==> src/shared/lin_uart_regs.svh <==
`ifndef LIN_UART_REGS_SVH
`define LIN_UART_REGS_SVH
// register offsets
`define REG_MODE 4'h0
`define REG_CKS 4'h1
`define REG_BAUD 4'h2
`define REG_AUX 4'h3
`define REG_TXB 4'h4
`define REG_RXB 4'h5
`define REG_STAT 4'h6
`define REG_ISC 4'h7
// mode register fields
`define MODE_POWER 7
`define MODE_TXE 6
`define MODE_RXE 5
`define MODE_LEN8 2
`define MODE_MASK 8'he4
// aux control register fields
`define AUX_SBRT 6
`define AUX_SBTT 5
`define AUX_SBL_HI 4
`define AUX_SBL_LO 2
`define AUX_DIR 1
`define AUX_INV 0
`define AUX_MASK 8'h5f
// status register fields
`define ST_OVR 0
`define ST_FE 1
`define ST_SBF 6
// input switch fields
`define ISC_ROUTE 1
`define ISC_PIN 7
`define ISC_MASK 8'h82
// reset values
`define RST_MODE 8'h04
`define RST_AUX 8'h00
`define RST_ISC 8'h00
`define RST_CKS 4'h0
`define RST_BAUD 8'hff
`define RST_BUF 8'hff
// timing counts
`define MAX_CLK_SEL 4'd11
`define BRK_BASE 5'd13
`define SBF_MIN 5'd11
`define CONT_GAP 2'd2
`endif

==> src/shared/lin_uart_pkg.sv <==
`default_nettype none
package lin_uart_pkg;
  typedef enum logic [2:0] {
    TX_IDLE = 3'b000,
    TX_START = 3'b001,
    TX_DATA = 3'b010,
    TX_STOP = 3'b011,
    TX_BRK = 3'b100,
    TX_GAP = 3'b101
  } tx_state_t;

  typedef enum logic [2:0] {
    RX_IDLE = 3'b000,
    RX_START = 3'b001,
    RX_DATA = 3'b010,
    RX_STOP = 3'b011,
    RX_BRK = 3'b100
  } rx_state_t;

  typedef struct packed {
    logic meta;
    logic stable;
  } sync_state_t;

  typedef struct packed {
    logic [7:0] cnt;
    logic tick;
  } baud_state_t;

  typedef struct packed {
    logic [7:0] mode_r;
    logic [3:0] clksel;
    logic [7:0] baud;
    logic [7:0] aux_r;
    logic [7:0] isc_r;
    logic [10:0] pre;
    logic txe_s;
    logic rxe_s;
    tx_state_t tx_st;
    logic [7:0] tx_buf;
    logic tx_pend;
    logic brk_req;
    logic [7:0] tx_sh;
    logic [4:0] tx_bits;
    logic tx_ph;
    logic [1:0] tx_gap;
    logic tx_line;
    logic tx_pin_q;
    logic tx_done;
    rx_state_t rx_st;
    logic [7:0] rx_sh;
    logic [4:0] rx_bits;
    logic rx_ph;
    logic [4:0] rx_low;
    logic [7:0] rx_buf;
    logic rx_full;
    logic ovr;
    logic fe;
    logic sbf_ok;
    logic rx_done;
    logic rx_prev;
    logic wake;
    logic cap_out;
    logic [7:0] rd_data;
  } core_state_t;
endpackage
`default_nettype wire

==> src/hdl/pin_sync.sv <==
`timescale 1ns/100ps
`default_nettype none
module pin_sync
  import lin_uart_pkg::*;
(
  input wire logic ref_clk,
  input wire logic rst_n,
  input wire logic async_in,
  output logic sync_out
);
  sync_state_t q;
  sync_state_t n;

  // two-stage synchroniser, idle high
  always_comb begin
    n = q;
    n.meta = async_in;
    n.stable = q.meta;
  end

  always_ff @(posedge ref_clk) begin
    if (!rst_n) begin
      q <= '{meta: 1'b1, stable: 1'b1};
    end else begin
      q <= n;
    end
  end

  assign sync_out = q.stable;
endmodule // pin_sync
`default_nettype wire

==> src/hdl/baud_gen.sv <==
`timescale 1ns/100ps
`default_nettype none
module baud_gen
  import lin_uart_pkg::*;
(
  input wire logic ref_clk,
  input wire logic rst_n,
  input wire logic run,
  input wire logic base_tick,
  input wire logic [7:0] divisor,
  output logic half_tick
);
  baud_state_t q;
  baud_state_t n;
  logic [7:0] lim;

  // one pulse every divisor base clocks, every base clock for divisor 0; held at zero while idle
  always_comb begin
    n = q;
    n.tick = 1'b0;
    lim = (divisor == 8'h00) ? 8'h00 : divisor - 8'h01;
    if (!run) begin
      n.cnt = 8'h00;
    end else if (base_tick) begin // [RULE5]
      if (q.cnt >= lim) begin
        n.cnt = 8'h00;
        n.tick = 1'b1;
      end else begin
        n.cnt = q.cnt + 8'h01;
      end
    end
  end

  always_ff @(posedge ref_clk) begin
    if (!rst_n) begin
      q <= '{cnt: 8'h00, tick: 1'b0};
    end else begin
      q <= n;
    end
  end

  assign half_tick = q.tick;
endmodule // baud_gen
`default_nettype wire

==> src/hdl/lin_capable_async_serial.sv <==
// How it works
// [RULE1] character length of seven or eight data bits, both directions
// [RULE2] line rates up to 625 kbps are reachable
// [RULE3] transmitter and receiver run independently, full duplex
// [RULE4] one setting picks MSB-first or LSB-first for both directions
// [RULE5] 8-bit baud divider fed by one of twelve base clocks
// [RULE6] inversion acts on the transmit line only, receiver untouched
// [RULE7] hardware break of 13 to 20 bit times, length in aux bits 4..2
// [RULE8] received low of 11 bits or more sets flag and interrupt, else retry
// [RULE9] during break reception no errors, no buffer transfer, shifter holds FFH
// [RULE10] clock stop freezes state; power and enables clear reinitialise
// [RULE11] software sets power first, then transmit or receive enable
// [RULE12] enables synchronised to base clock; two base clocks before re-setting
// [RULE13] software waits one base clock after enabling before writing data
// [RULE14] back-to-back frames get two extra clocks between stop and start
// [RULE15] transmit done pulse after every frame, breaks included
// [RULE16] software sends 80H in eight-bit mode as wakeup
// [RULE17] falling edge on receive pin gives a wake edge pulse
// [RULE18] software re-tunes divider after sync field, re-arms break reception
// [RULE19] two select bits route receive to timer and choose receive pin
// [RULE20] power bit clear stops the unit to save power
// [RULE21] writing the transmit buffer starts a frame
// [RULE22] seven-bit LSB data lands in bits 0..6; overrun keeps buffer
// [RULE23] frame is low start, data, high stop; line idles high
`timescale 1ns/100ps
`default_nettype none
`include "lin_uart_regs.svh"
module lin_capable_async_serial
  import lin_uart_pkg::*;
(
  input wire logic ref_clk,
  input wire logic rst_n,
  input wire logic [3:0] reg_addr,
  input wire logic [7:0] reg_wdata,
  input wire logic reg_wr,
  input wire logic reg_rd,
  output logic [7:0] reg_rdata,
  input wire logic serial_rx_pin_a,
  input wire logic serial_rx_pin_b,
  input wire logic capture_timer_pin,
  output logic serial_tx_pin,
  output logic capture_timer_in,
  output logic wake_edge_irq,
  output logic tx_done_irq,
  output logic rx_done_irq
);
  localparam core_state_t RESET_STATE = '{
    mode_r: `RST_MODE, clksel: `RST_CKS, baud: `RST_BAUD, aux_r: `RST_AUX,
    isc_r: `RST_ISC, tx_st: TX_IDLE, tx_buf: `RST_BUF, tx_sh: `RST_BUF,
    tx_line: 1'b1, tx_pin_q: 1'b1, rx_st: RX_IDLE, rx_sh: `RST_BUF,
    rx_buf: `RST_BUF, rx_prev: 1'b1, cap_out: 1'b1, default: '0};

  core_state_t q;
  core_state_t n;
  logic rx_a;
  logic rx_b;
  logic cap_s;
  logic rx_in;
  logic tx_ht;
  logic rx_ht;
  logic base_tick;
  logic [3:0] sel;
  logic [10:0] mask;
  logic msb;
  logic len8;
  logic [7:0] sh_next;
  logic [7:0] asm_data;

  // pin synchronisers
  pin_sync u_sync_rx_a (
    .ref_clk(ref_clk),
    .rst_n(rst_n),
    .async_in(serial_rx_pin_a),
    .sync_out(rx_a)
  );
  pin_sync u_sync_rx_b (
    .ref_clk(ref_clk),
    .rst_n(rst_n),
    .async_in(serial_rx_pin_b),
    .sync_out(rx_b)
  );
  pin_sync u_sync_cap (
    .ref_clk(ref_clk),
    .rst_n(rst_n),
    .async_in(capture_timer_pin),
    .sync_out(cap_s)
  );

  // independent bit timers for each direction
  baud_gen u_tx_baud ( // [RULE3]
    .ref_clk(ref_clk),
    .rst_n(rst_n),
    .run(q.tx_st != TX_IDLE && q.tx_st != TX_GAP),
    .base_tick(base_tick),
    .divisor(q.baud),
    .half_tick(tx_ht)
  );
  baud_gen u_rx_baud (
    .ref_clk(ref_clk),
    .rst_n(rst_n),
    .run(q.rx_st != RX_IDLE),
    .base_tick(base_tick),
    .divisor(q.baud),
    .half_tick(rx_ht)
  );

  // base clock: ref_clk divided by 2^sel, sel 0..11; sel 0 gives 20 MHz for 625 kbps
  assign sel = (q.clksel > `MAX_CLK_SEL) ? `MAX_CLK_SEL : q.clksel; // [RULE5]
  assign mask = (11'h001 << sel) - 11'h001;
  assign base_tick = ((q.pre & mask) == mask); // [RULE2]
  assign rx_in = q.isc_r[`ISC_PIN] ? rx_b : rx_a; // [RULE19]
  assign msb = q.aux_r[`AUX_DIR]; // [RULE4]
  assign len8 = q.mode_r[`MODE_LEN8]; // [RULE1]

  // received word placed by length and order
  always_comb begin
    if (len8) begin
      asm_data = q.rx_sh;
    end else if (msb) begin
      asm_data = {q.rx_sh[6:0], 1'b0};
    end else begin
      asm_data = {1'b0, q.rx_sh[7:1]}; // [RULE22]
    end
  end

  // next state of the whole unit
  always_comb begin
    n = q;
    sh_next = msb ? {q.tx_sh[6:0], 1'b1} : {1'b1, q.tx_sh[7:1]};
    n.pre = q.pre + 11'h001;
    n.rd_data = 8'h00;
    n.tx_done = 1'b0;
    n.rx_done = 1'b0;
    n.rx_prev = rx_in;
    n.wake = q.rx_prev & ~rx_in; // [RULE17]
    n.cap_out = q.isc_r[`ISC_ROUTE] ? rx_in : cap_s; // [RULE19]
    // enables follow the base clock
    if (base_tick) begin // [RULE12]
      n.txe_s = q.mode_r[`MODE_POWER] & q.mode_r[`MODE_TXE];
      n.rxe_s = q.mode_r[`MODE_POWER] & q.mode_r[`MODE_RXE];
    end
    // reads and flag clears first, so hardware sets below win
    if (reg_rd) begin
      case (reg_addr)
        `REG_MODE: n.rd_data = q.mode_r;
        `REG_CKS: n.rd_data = {4'h0, q.clksel};
        `REG_BAUD: n.rd_data = q.baud;
        `REG_AUX: n.rd_data = q.aux_r;
        `REG_TXB: n.rd_data = q.tx_buf;
        `REG_RXB: begin
          n.rd_data = q.rx_buf;
          n.rx_full = 1'b0;
        end
        `REG_STAT: n.rd_data = {1'b0, q.sbf_ok, q.tx_st != TX_IDLE, q.tx_pend, q.rx_full, 1'b0, q.fe, q.ovr};
        `REG_ISC: n.rd_data = q.isc_r;
        default: n.rd_data = 8'h00;
      endcase
    end
    if (reg_wr && reg_addr == `REG_STAT) begin
      n.ovr = q.ovr & ~reg_wdata[`ST_OVR];
      n.fe = q.fe & ~reg_wdata[`ST_FE];
      n.sbf_ok = q.sbf_ok & ~reg_wdata[`ST_SBF];
    end
    // transmitter
    case (q.tx_st)
      TX_IDLE: begin
        n.tx_line = 1'b1; // [RULE23]
        n.tx_ph = 1'b0;
        if (q.brk_req) begin
          n.brk_req = 1'b0;
          n.tx_st = TX_BRK;
          n.tx_line = 1'b0;
          n.tx_bits = `BRK_BASE + {2'b00, q.aux_r[`AUX_SBL_HI:`AUX_SBL_LO]}; // [RULE7]
        end else if (q.tx_pend) begin
          n.tx_pend = 1'b0;
          n.tx_sh = q.tx_buf;
          n.tx_st = TX_START;
          n.tx_line = 1'b0; // [RULE21]
        end
      end
      TX_START: begin
        if (tx_ht) begin
          n.tx_ph = ~q.tx_ph;
          if (q.tx_ph) begin
            n.tx_st = TX_DATA;
            n.tx_bits = len8 ? 5'd8 : 5'd7; // [RULE1]
            n.tx_line = msb ? q.tx_sh[7] : q.tx_sh[0]; // [RULE4]
          end
        end
      end
      TX_DATA: begin
        if (tx_ht) begin
          n.tx_ph = ~q.tx_ph;
          if (q.tx_ph) begin
            n.tx_sh = sh_next;
            if (q.tx_bits == 5'd1) begin
              n.tx_st = TX_STOP;
              n.tx_line = 1'b1; // [RULE23]
            end else begin
              n.tx_bits = q.tx_bits - 5'd1;
              n.tx_line = msb ? sh_next[7] : sh_next[0];
            end
          end
        end
      end
      TX_BRK: begin
        if (tx_ht) begin
          n.tx_ph = ~q.tx_ph;
          if (q.tx_ph) begin
            if (q.tx_bits == 5'd1) begin
              n.tx_st = TX_STOP;
              n.tx_line = 1'b1;
            end else begin
              n.tx_bits = q.tx_bits - 5'd1;
            end
          end
        end
      end
      TX_STOP: begin
        if (tx_ht) begin
          n.tx_ph = ~q.tx_ph;
          if (q.tx_ph) begin
            n.tx_done = 1'b1; // [RULE15]
            n.tx_gap = 2'd0;
            n.tx_st = (q.tx_pend | q.brk_req) ? TX_GAP : TX_IDLE;
          end
        end
      end
      TX_GAP: begin
        n.tx_gap = q.tx_gap + 2'd1;
        if (q.tx_gap == `CONT_GAP - 2'd1) begin
          n.tx_st = TX_IDLE; // [RULE14]
        end
      end
      default: n.tx_st = TX_IDLE;
    endcase
    // receiver
    case (q.rx_st)
      RX_IDLE: begin
        n.rx_ph = 1'b0;
        if (!rx_in) begin
          n.rx_st = RX_START;
        end
      end
      RX_START: begin
        if (rx_ht) begin
          n.rx_ph = 1'b0;
          if (rx_in) begin
            n.rx_st = RX_IDLE;
          end else if (q.aux_r[`AUX_SBRT]) begin
            n.rx_st = RX_BRK;
            n.rx_low = 5'd1;
            n.rx_sh = `RST_BUF; // [RULE9]
          end else begin
            n.rx_st = RX_DATA;
            n.rx_bits = len8 ? 5'd8 : 5'd7;
          end
        end
      end
      RX_DATA: begin
        if (rx_ht) begin
          n.rx_ph = ~q.rx_ph;
          if (q.rx_ph) begin
            n.rx_sh = msb ? {q.rx_sh[6:0], rx_in} : {rx_in, q.rx_sh[7:1]}; // [RULE4]
            if (q.rx_bits == 5'd1) begin
              n.rx_st = RX_STOP;
            end else begin
              n.rx_bits = q.rx_bits - 5'd1;
            end
          end
        end
      end
      RX_STOP: begin
        if (rx_ht) begin
          n.rx_ph = ~q.rx_ph;
          if (q.rx_ph) begin
            n.rx_st = RX_IDLE;
            n.rx_done = 1'b1;
            if (!rx_in) begin
              n.fe = 1'b1;
            end
            if (q.rx_full) begin
              n.ovr = 1'b1; // [RULE22]
            end else begin
              n.rx_buf = asm_data;
              n.rx_full = 1'b1;
            end
          end
        end
      end
      RX_BRK: begin
        if (rx_ht) begin
          n.rx_ph = ~q.rx_ph;
          if (q.rx_ph) begin
            if (!rx_in) begin
              n.rx_low = (q.rx_low == 5'd31) ? q.rx_low : q.rx_low + 5'd1;
            end else begin
              n.rx_st = RX_IDLE;
              if (q.rx_low >= `SBF_MIN) begin // [RULE8]
                n.sbf_ok = 1'b1;
                n.rx_done = 1'b1;
                n.aux_r[`AUX_SBRT] = 1'b0;
              end
            end
          end
        end
      end
      default: n.rx_st = RX_IDLE;
    endcase
    // configuration and data writes
    if (reg_wr) begin
      case (reg_addr)
        `REG_MODE: n.mode_r = reg_wdata & `MODE_MASK;
        `REG_CKS: n.clksel = reg_wdata[3:0];
        `REG_BAUD: n.baud = reg_wdata;
        `REG_AUX: begin
          n.aux_r = reg_wdata & `AUX_MASK;
          if (reg_wdata[`AUX_SBTT] && q.txe_s) begin
            n.brk_req = 1'b1; // [RULE7]
          end
        end
        `REG_TXB: begin
          n.tx_buf = reg_wdata;
          if (q.txe_s) begin
            n.tx_pend = 1'b1; // [RULE21]
          end
        end
        `REG_ISC: n.isc_r = reg_wdata & `ISC_MASK;
        default: n.pre = n.pre;
      endcase
    end
    // disabled directions and stop mode reinitialise
    if (!q.txe_s) begin // [RULE10]
      n.tx_st = TX_IDLE;
      n.tx_line = 1'b1;
      n.tx_pend = 1'b0;
      n.brk_req = 1'b0;
      n.tx_ph = 1'b0;
      n.tx_done = 1'b0;
    end
    if (!q.rxe_s) begin
      n.rx_st = RX_IDLE;
      n.rx_sh = `RST_BUF;
      n.rx_ph = 1'b0;
      n.rx_done = 1'b0;
    end
    if (!q.mode_r[`MODE_POWER]) begin // [RULE20]
      n.ovr = 1'b0;
      n.fe = 1'b0;
      n.sbf_ok = 1'b0;
      n.rx_full = 1'b0;
    end
    n.tx_pin_q = n.tx_line ^ n.aux_r[`AUX_INV]; // [RULE6]
  end

  // single state register
  always_ff @(posedge ref_clk) begin
    if (!rst_n) begin
      q <= RESET_STATE;
    end else begin
      q <= n;
    end
  end

  assign reg_rdata = q.rd_data;
  assign serial_tx_pin = q.tx_pin_q;
  assign capture_timer_in = q.cap_out;
  assign wake_edge_irq = q.wake;
  assign tx_done_irq = q.tx_done;
  assign rx_done_irq = q.rx_done;

  // checks
  property p_idle_high;
    @(posedge ref_clk) disable iff (!rst_n)
    (q.tx_st == TX_IDLE && $past(q.tx_st) == TX_IDLE) |-> q.tx_line;
  endproperty
  a_idle_high: assert property (p_idle_high) else $error("tx line not idle high"); // [RULE23]

  property p_invert;
    @(posedge ref_clk) disable iff (!rst_n)
    (q.tx_st == TX_IDLE && $past(q.tx_st) == TX_IDLE) |-> (serial_tx_pin != q.aux_r[`AUX_INV]);
  endproperty
  a_invert: assert property (p_invert) else $error("tx inversion wrong"); // [RULE6]

  property p_break_len;
    @(posedge ref_clk) disable iff (!rst_n)
    (q.tx_st == TX_BRK && $past(q.tx_st) == TX_IDLE) |->
      (q.tx_bits >= 5'd13 && q.tx_bits <= 5'd20 && !q.tx_line);
  endproperty
  a_break_len: assert property (p_break_len) else $error("break length out of range"); // [RULE7]

  property p_done_after_stop;
    @(posedge ref_clk) disable iff (!rst_n)
    tx_done_irq |-> ($past(q.tx_st) == TX_STOP && q.tx_line);
  endproperty
  a_done_after_stop: assert property (p_done_after_stop) else $error("tx done without stop"); // [RULE15]

  property p_sbf_hold;
    @(posedge ref_clk) disable iff (!rst_n)
    (q.rx_st == RX_BRK) |-> (q.rx_sh == 8'hff && $stable(q.rx_buf) && !$rose(q.ovr));
  endproperty
  a_sbf_hold: assert property (p_sbf_hold) else $error("break reception touched data"); // [RULE9]

  property p_sbf_len;
    @(posedge ref_clk) disable iff (!rst_n)
    ($rose(q.sbf_ok) && $past(q.mode_r[`MODE_POWER])) |-> ($past(q.rx_low) >= 5'd11 && rx_done_irq);
  endproperty
  a_sbf_len: assert property (p_sbf_len) else $error("short break accepted"); // [RULE8]

  property p_seven_lsb;
    @(posedge ref_clk) disable iff (!rst_n)
    ($rose(q.rx_full) && !$past(len8) && !$past(msb)) |-> !q.rx_buf[7];
  endproperty
  a_seven_lsb: assert property (p_seven_lsb) else $error("seven-bit msb not zero"); // [RULE22]

  property p_overrun_keep;
    @(posedge ref_clk) disable iff (!rst_n)
    $rose(q.ovr) |-> $stable(q.rx_buf);
  endproperty
  a_overrun_keep: assert property (p_overrun_keep) else $error("buffer changed on overrun"); // [RULE22]

  property p_gap;
    @(posedge ref_clk) disable iff (!rst_n || !q.txe_s)
    (q.tx_st == TX_GAP && $past(q.tx_st) == TX_STOP) |-> (q.tx_st == TX_GAP)[*2] ##1 (q.tx_st == TX_IDLE);
  endproperty
  a_gap: assert property (p_gap) else $error("continuous gap not two clocks"); // [RULE14]

  property p_enable_sync;
    @(posedge ref_clk) disable iff (!rst_n)
    (q.txe_s != $past(q.txe_s)) |-> $past(base_tick);
  endproperty
  a_enable_sync: assert property (p_enable_sync) else $error("enable changed off base clock"); // [RULE12]

  property p_stop_mode;
    @(posedge ref_clk) disable iff (!rst_n)
    (!q.mode_r[`MODE_POWER] && !q.txe_s && !q.rxe_s) |=> (q.tx_st == TX_IDLE && q.rx_st == RX_IDLE);
  endproperty
  a_stop_mode: assert property (p_stop_mode) else $error("unit active while stopped"); // [RULE20]
endmodule // lin_capable_async_serial
`default_nettype wire

==> config.mk <==
export PLATFORM = sky130hd
export DESIGN_NAME = lin_capable_async_serial
export DESIGN_NICKNAME = d
export VERILOG_FILES = /design/src/shared/lin_uart_pkg.sv /design/src/hdl/pin_sync.sv /design/src/hdl/baud_gen.sv /design/src/hdl/lin_capable_async_serial.sv
export VERILOG_INCLUDE_DIRS = /design/src /design/src/shared
export SDC_FILE = /design/constraint.sdc
export NUM_CORES = 1
export LEC_CHECK = 0
export BUFFER_PORTS_ARGS = -buffer_cell sky130_fd_sc_hd__buf_2
export CORE_MARGIN = 2
export CORE_UTILIZATION = 40
export DETAILED_ROUTE_END_ITERATION = 6
export PLACE_DENSITY_LB_ADDON = 0.1
export REMOVE_ABC_BUFFERS = 1
export SLEW_MARGIN = 20
export SYNTH_ARGS = -nofsm -noshare
export SYNTH_HDL_FRONTEND = slang
export SYNTH_SLANG_ARGS = --single-unit
export TNS_END_PERCENT = 100
==> constraint.sdc <==
create_clock -name ref_clk -period 7.62 [get_ports ref_clk]
set_input_delay 1.143 -clock ref_clk [delete_from_list [all_inputs] [get_ports ref_clk]]
set_output_delay 1.143 -clock ref_clk [all_outputs]
set_load 0.005 [all_outputs]
After elaboration in Yosys (flattened, before gate mapping)
Cells that the tools add are included.

cells by class
  $add $sub $neg = 10
  $lt $le $gt $ge = 4
  eq/ne operators = 54
  shift operators = 1
  mux-type cells = 116
  bitwise operators = 16
  reductions and logical operators = 43

operators with widths
  operator                                                          number
  8-bit two-way mux                                                 11
  3-bit two-way mux                                                 25
  8-bit case mux with 8 select lines                                1
  5-bit two-way mux                                                 11
  2-bit != test (second input constant)                             20
  1-bit two-way mux                                                 37
  3-bit case mux with 5 select lines                                2
  13-bit two-way mux                                                2
  26-bit two-way mux                                                1
  13-bit case mux with 2 select lines                               1
  2-bit AND reduction                                               12
  22-bit two-way mux                                                1
  2-bit by 1-bit != test with 1-bit output (second input constant)  11
  5-bit case mux with 4 select lines                                1
  6-bit two-way mux                                                 3
  17-bit two-way mux                                                1
  8-bit by 1-bit adder with 8-bit output (second input constant)    2
  4-bit by 3-bit == test with 1-bit output (second input constant)  4
  8-bit >= comparator                                               2
  16-bit two-way mux                                                1
  8-bit case mux with 2 select lines                                1
  8-bit AND reduction                                               2
  5-bit AND reduction                                               3
  14-bit two-way mux                                                1
  other kinds (48)                                                  88

word-level totals
  register bits after elaboration = 139
  input port bits = 19
  output and inout port bits = 13
  word-level logic and storage cells = 289

Longest topological paths before layout
  depth in word-level cells = 9
  mapped depth = 12
  gate-level depth less buffers = 12

Modules after synthesis
Synthesis repeated with hierarchy kept, for this count alone.

unflattened totals
  cell total of the unflattened synthesis = 950
  area, all modules = 7,985.2 um^2

modules (own cells, without submodules)
  module                    times used  cells each  area each (um^2)  seq. area each (um^2)
  lin_capable_async_serial  1           772         6,348.6           2,302.2
  baud_gen                  2           83          739.5             180.2
  pin_sync                  3           4           52.6              40.0

Least setup slack after synthesis
No wires, ideal clock.

  path type = register to register
  start = register q[116] (netlist bit)
  end = register u_tx_baud.q[6] (netlist bit)
  setup time = 0.070 ns
  data arrival time = 2.783 ns
  required time = 7.550 ns
  slack = 4.767 ns
  cell stages (with the launch flop) = 12
  path buffers = 2
  clock period less this slack = 2.853 ns
  path through = dfxtp_1 buf_4 nor4_2 inv_1 ha_1 and2_1 o211ai_1 a31oi_1 or4_4 buf_6 or4_1 a21oi_1

between the ends
  word-level cells in the longest chain between the ends = 6

RTL lines
  what                                             RTL line                         RTL
  start, declared                                  lin_capable_async_serial.sv:53   core_state_t q;
  start signal, assigned                           lin_capable_async_serial.sv:361  q <= n;
  4-bit greater-than comparator (no line)          n/a
  4-bit two-way mux *                              lin_capable_async_serial.sv:108  assign sel = (q.clksel > `MAX_CLK_SEL) ? `MAX_CLK_SEL : q.clksel;
  1-bit by 4-bit << shifter with 11-bit output *   lin_capable_async_serial.sv:109  assign mask = (11'h001 << sel) - 11'h001;
  11-bit by 1-bit subtractor with 11-bit output *  lin_capable_async_serial.sv:109
  11-bit AND                                       lin_capable_async_serial.sv:110  assign base_tick = ((q.pre & mask) == mask);
  11-bit == test *                                 lin_capable_async_serial.sv:110
  end signal, assigned                             baud_gen.sv:36                   q <= '{cnt: 8'h00, tick: 1'b0};
  end signal, assigned                             baud_gen.sv:38                   q <= n;
  end, declared                                    baud_gen.sv:13                   baud_state_t q;

Mark *: on every way between the ends. The rest lies on a longest branch, timed or not.
A chain may end at the register's enable or synchronous reset.

Final worst setup path
  start = register q[111] (netlist bit)
  end = register u_rx_baud.q[7] (netlist bit)

between the ends
  word-level cells in the longest chain between the ends = 4
  elaborated cells between the ends (all ways) = 5
  classes of those cells = 1 x add/sub; 1 x order compare; 2 x mux; 1 x reduce/logical

RTL lines
  what                                                                              RTL line        RTL
  8-bit by 1-bit subtractor with 8-bit output or 8-bit logical NOT (tied branches)  baud_gen.sv:21  lim = (divisor == 8'h00) ? 8'h00 : divisor - 8'h01;
  8-bit two-way mux *                                                               baud_gen.sv:21
  8-bit >= comparator *                                                             baud_gen.sv:25  if (q.cnt >= lim) begin
  8-bit two-way mux *                                                               baud_gen.sv:25
  end signal, assigned                                                              baud_gen.sv:36
  end signal, assigned                                                              baud_gen.sv:38
  end, declared                                                                     baud_gen.sv:13

Marks and branches as above.

==> flow_summary_export.csv <==
group,metric,value,unit
yosys,netlist_instances,918,
global_routing,grt_pass1_vias,5962,
sta,setup_slack,4.400,ns
power_and_ir_drop,p_sw,394.1,uW
yosys,post_synth.cell_area_avg,8.107,sq um
power_and_ir_drop,p_leak,0.003225,uW
floorplan,start_util,41.15,%
global_routing,grt-ovfl-total,0,
floorplan,die-area,19710,sq um
run_status,outcome,"complete, no violations",
placed_design,gp_congestion,0.8345,
setup_path,critPathRequiredTime,7.97,ns
sta,worst_slew_pin_slew,0.9624,ns
cells_and_area,layout.nets,963,
setup_path,reg2reg_to,"u_rx_baud.q[7]",
route,wire_per_inst,16.94,um
setup_path,critPathBufInv,0,
cells_and_area,fill_cells,1780,
sta,hold_ws,0.4102,ns
setup_path,timing.rr.start,"q[111]",
sta,finalCriticalPeriod,3.220,ns
setup_path,path_depth,11,
power_and_ir_drop,power_frac_seq,43.0,%
placed_design,place_inst,1124,
route,vias,6415,
sta,rsz0062_at_grt,"no",
power_and_ir_drop,worst_ir_drop_vdd,178.4,uV
floorplan,die_y,140.4,um
route,vias_per_cell,5.549,
route,dr.pass1.iters,5,
global_routing,antenna_found_initial,0,
setup_path,slowest_delay,0.42,ns
clocking,clkLatencyLatePin,0.42,ns
route,drtIter0Drc,341,
sta,fmaxAchievable,310.5,MHz
setup_path,crit_type,"reg2reg",
floorplan,num_rows,49,
cells_and_area,area_growth,11.35,%
yosys,ys_seq_elements,139,
setup_path,crit_path_end_kind,"flip-flop",
clocking,clockRootBuffer,"clkbuf_16",
clocking,cts_htree_levels,4,
floorplan,pin_count,32,
cells_and_area,final_cells,1156,
clocking,cts_made_buffers,17,
setup_path,r2r_setup_slack,4.40,ns
sta,post-route-period-util,42.26,%
clocking,cts_tree,"yes",
clocking,cts_sinks,139,
cells_and_area,diodes,0,
yosys,synthArstFlopShare,0,%
global_routing,grt_use_total,20.48,%
yosys,synth_edf_count,0,
setup_path,startpoint_type,"flip-flop",
sta,maxSlewHeadroom,35.84,%
placed_design,numPortBuffers,31,
clocking,post_cts_buffers,0,
clocking,clk_pin_slew_worst_paths,0.06,ns
placed_design,hpwl,13970,um
yosys,netlist_area,7442,sq um
sta,clock_skew,0.01183,ns
clocking,hold_buffers,0,
sta,drv_slew,0,
setup_path,arrival,3.57,ns
setup_path,critPathMostFrequentCell,"o21bai_1",
route,routed_wl,19580,um
power_and_ir_drop,combPwrFrac,4.7,%
cells_and_area,final_cell_mix,"139 x dfxtp_1, 138 x nand2_1, 66 x nor2_1",
setup_path,ff2ff_path_depth,11,
setup_path,cp-startpoint,"q[111]",
sta,finalSetupViolations,0,
placed_design,pre_cts_ws,4.349,ns
route,drc,0,
setup_path,critPathMaxFanout,8,
setup_path,slowest_stage,"nor4_1",
floorplan,core,18090,sq um
yosys,yosysWarningCount,0,
clocking,clockBufferDepth,2,
global_routing,grt_pass1_wl,32160,um
floorplan,die_w,140.4,um
power_and_ir_drop,p_clk_share,52.3,%
yosys,ys_dominant_reg_cell,"dfxtp_1",
worst_hold_path,hp-class,"reg2reg",
setup_path,crit_chain,"nor4_1 > nand2_1 > or3_1 > and2_1 > ha_1 > nand2b_1 > a211oi_1 > o21bai_1 > a221oi_1 > o21bai_1 > a21oi_1",
sta,finalHoldViolCount,0,
setup_path,path_delay_family,"simple AND/OR/NAND/NOR gates",
cells_and_area,drive_gt1_share,9.817,%
cells_and_area,layout_commonest_cell,"dfxtp_1",
job,drv_cap,0,
setup_path,endpoint,"u_rx_baud.q[7]",
clocking,cts_resized,0,
power_and_ir_drop,p_sw_share,22.85,%
global_routing,grt_max_degree,56,
sta,setup_tns,0,ns
power_and_ir_drop,powerDensity,208.1,nW/um^2
yosys,synth.distinct_cells,64,
yosys,synth_seq_area_share,37.39,%
power_and_ir_drop,p_int,1330,uW
route,ant_nets,0,
-- synth_stat cells, types with 17 or more instances --
cell type | count | area [sq um]
inv_1 | 18 | 67.56
and2_1 | 17 | 106.4
o21ai_0 | 60 | 300.3
mux2i_1 | 35 | 350.3
nand2_1 | 138 | 518.0
dfxtp_1 | 139 | 2783
nand3_1 | 50 | 250.2
nor2b_1 | 21 | 131.4
ha_1 | 30 | 375.4
clkbuf_1 | 41 | 153.9
nor2_1 | 67 | 251.5
nor3_1 | 20 | 100.1
a21oi_1 | 43 | 215.2
-- cell type report --
cell class / count / area (sq um) / area share, %
tap: 229 / 286.5 / 3.458
clock inverter: 13 / 188.9 / 2.280
multi-input combinational: 702 / 4315 / 52.08
clock buffer: 19 / 452.9 / 5.466
timing repair buffer: 36 / 192.7 / 2.325
sequential: 139 / 2783 / 33.58
inverter: 18 / 67.56 / 0.8153
-- flip-flops by register name, summed over array words and instances, names as in the netlist, 8 cells and up --
signal	flops
q	100
reg_rdata	8
u_tx_baud.q	8
u_rx_baud.q	8
-- worst min-delay path by stage --
stage	end	cells after the start	slack (ns)	start
floorplan	u_sync_cap.sync_out	1	0.39	u_sync_cap.n[0]
global placement	u_sync_cap.sync_out	1	0.39	u_sync_cap.n[0]
detailed placement	u_sync_rx_a.sync_out	1	0.40	u_sync_rx_a.n[0]
CTS	u_sync_rx_a.sync_out	1	0.41	u_sync_rx_a.n[0]
global route	u_sync_cap.sync_out	1	0.42	u_sync_cap.n[0]
finish	u_sync_rx_b.sync_out	1	0.41	u_sync_rx_b.n[0]
-- worst reg2reg max path: stages, from the launching register on --
cell	delay, ns
dfxtp_1	0.37
nor4_1	0.42
nand2_1	0.15
or3_1	0.40
and2_1	0.21
ha_1	0.26
nand2b_1	0.14
a211oi_1	0.23
o21bai_1	0.11
a221oi_1	0.39
o21bai_1	0.28
a21oi_1	0.18
-- power groups by stage --
stage               combinational, uW  clock, uW  sequential, uW
global route                     90.4        952             743
detailed placement               81.8          0             758
CTS                              82.4        916             742
floorplan                        45.0          0             755
global placement                 82.2          0             758
finish                           81.0        901             742
-- per-stage QoR --
stage | utilization (%) | instance area (sq um) | total power, uW
after floorplan | - | 7163 | 800.5
after global placement | 42.26 | 7642 | 840.5
after detailed placement | 42.26 | 7642 | 840.1
after CTS | 45.80 | 8284 | 1741
after global routing | 45.82 | 8287 | 1785
final | 45.82 | 8287 | 1725
-- routing by layer --
layer  vias to the layer above  part of all wire [%]  wire, um  global-route usage (%)
met3                        16                   3.5       691                   3.385
met5                         -                     0         0                       0
li1                       3264                     -         -                       -
met4                         0                   1.1       213                   5.369
met2                       116                    48      9360                   33.41
met1                      3019                    48      9313                   28.20
-- cell families after synthesis --
logic type / share of synthesized area, %
AOI/OAI and AO/OA: 18.49
adders and majority gates: 5.178
buffers and inverters: 4.657
muxes: 6.221
DFF: 37.39
and+or+nand+nor: 25.59
xor gates and xnor gates: 2.471
No activity file was read; power rests on OpenSTA's default activity.
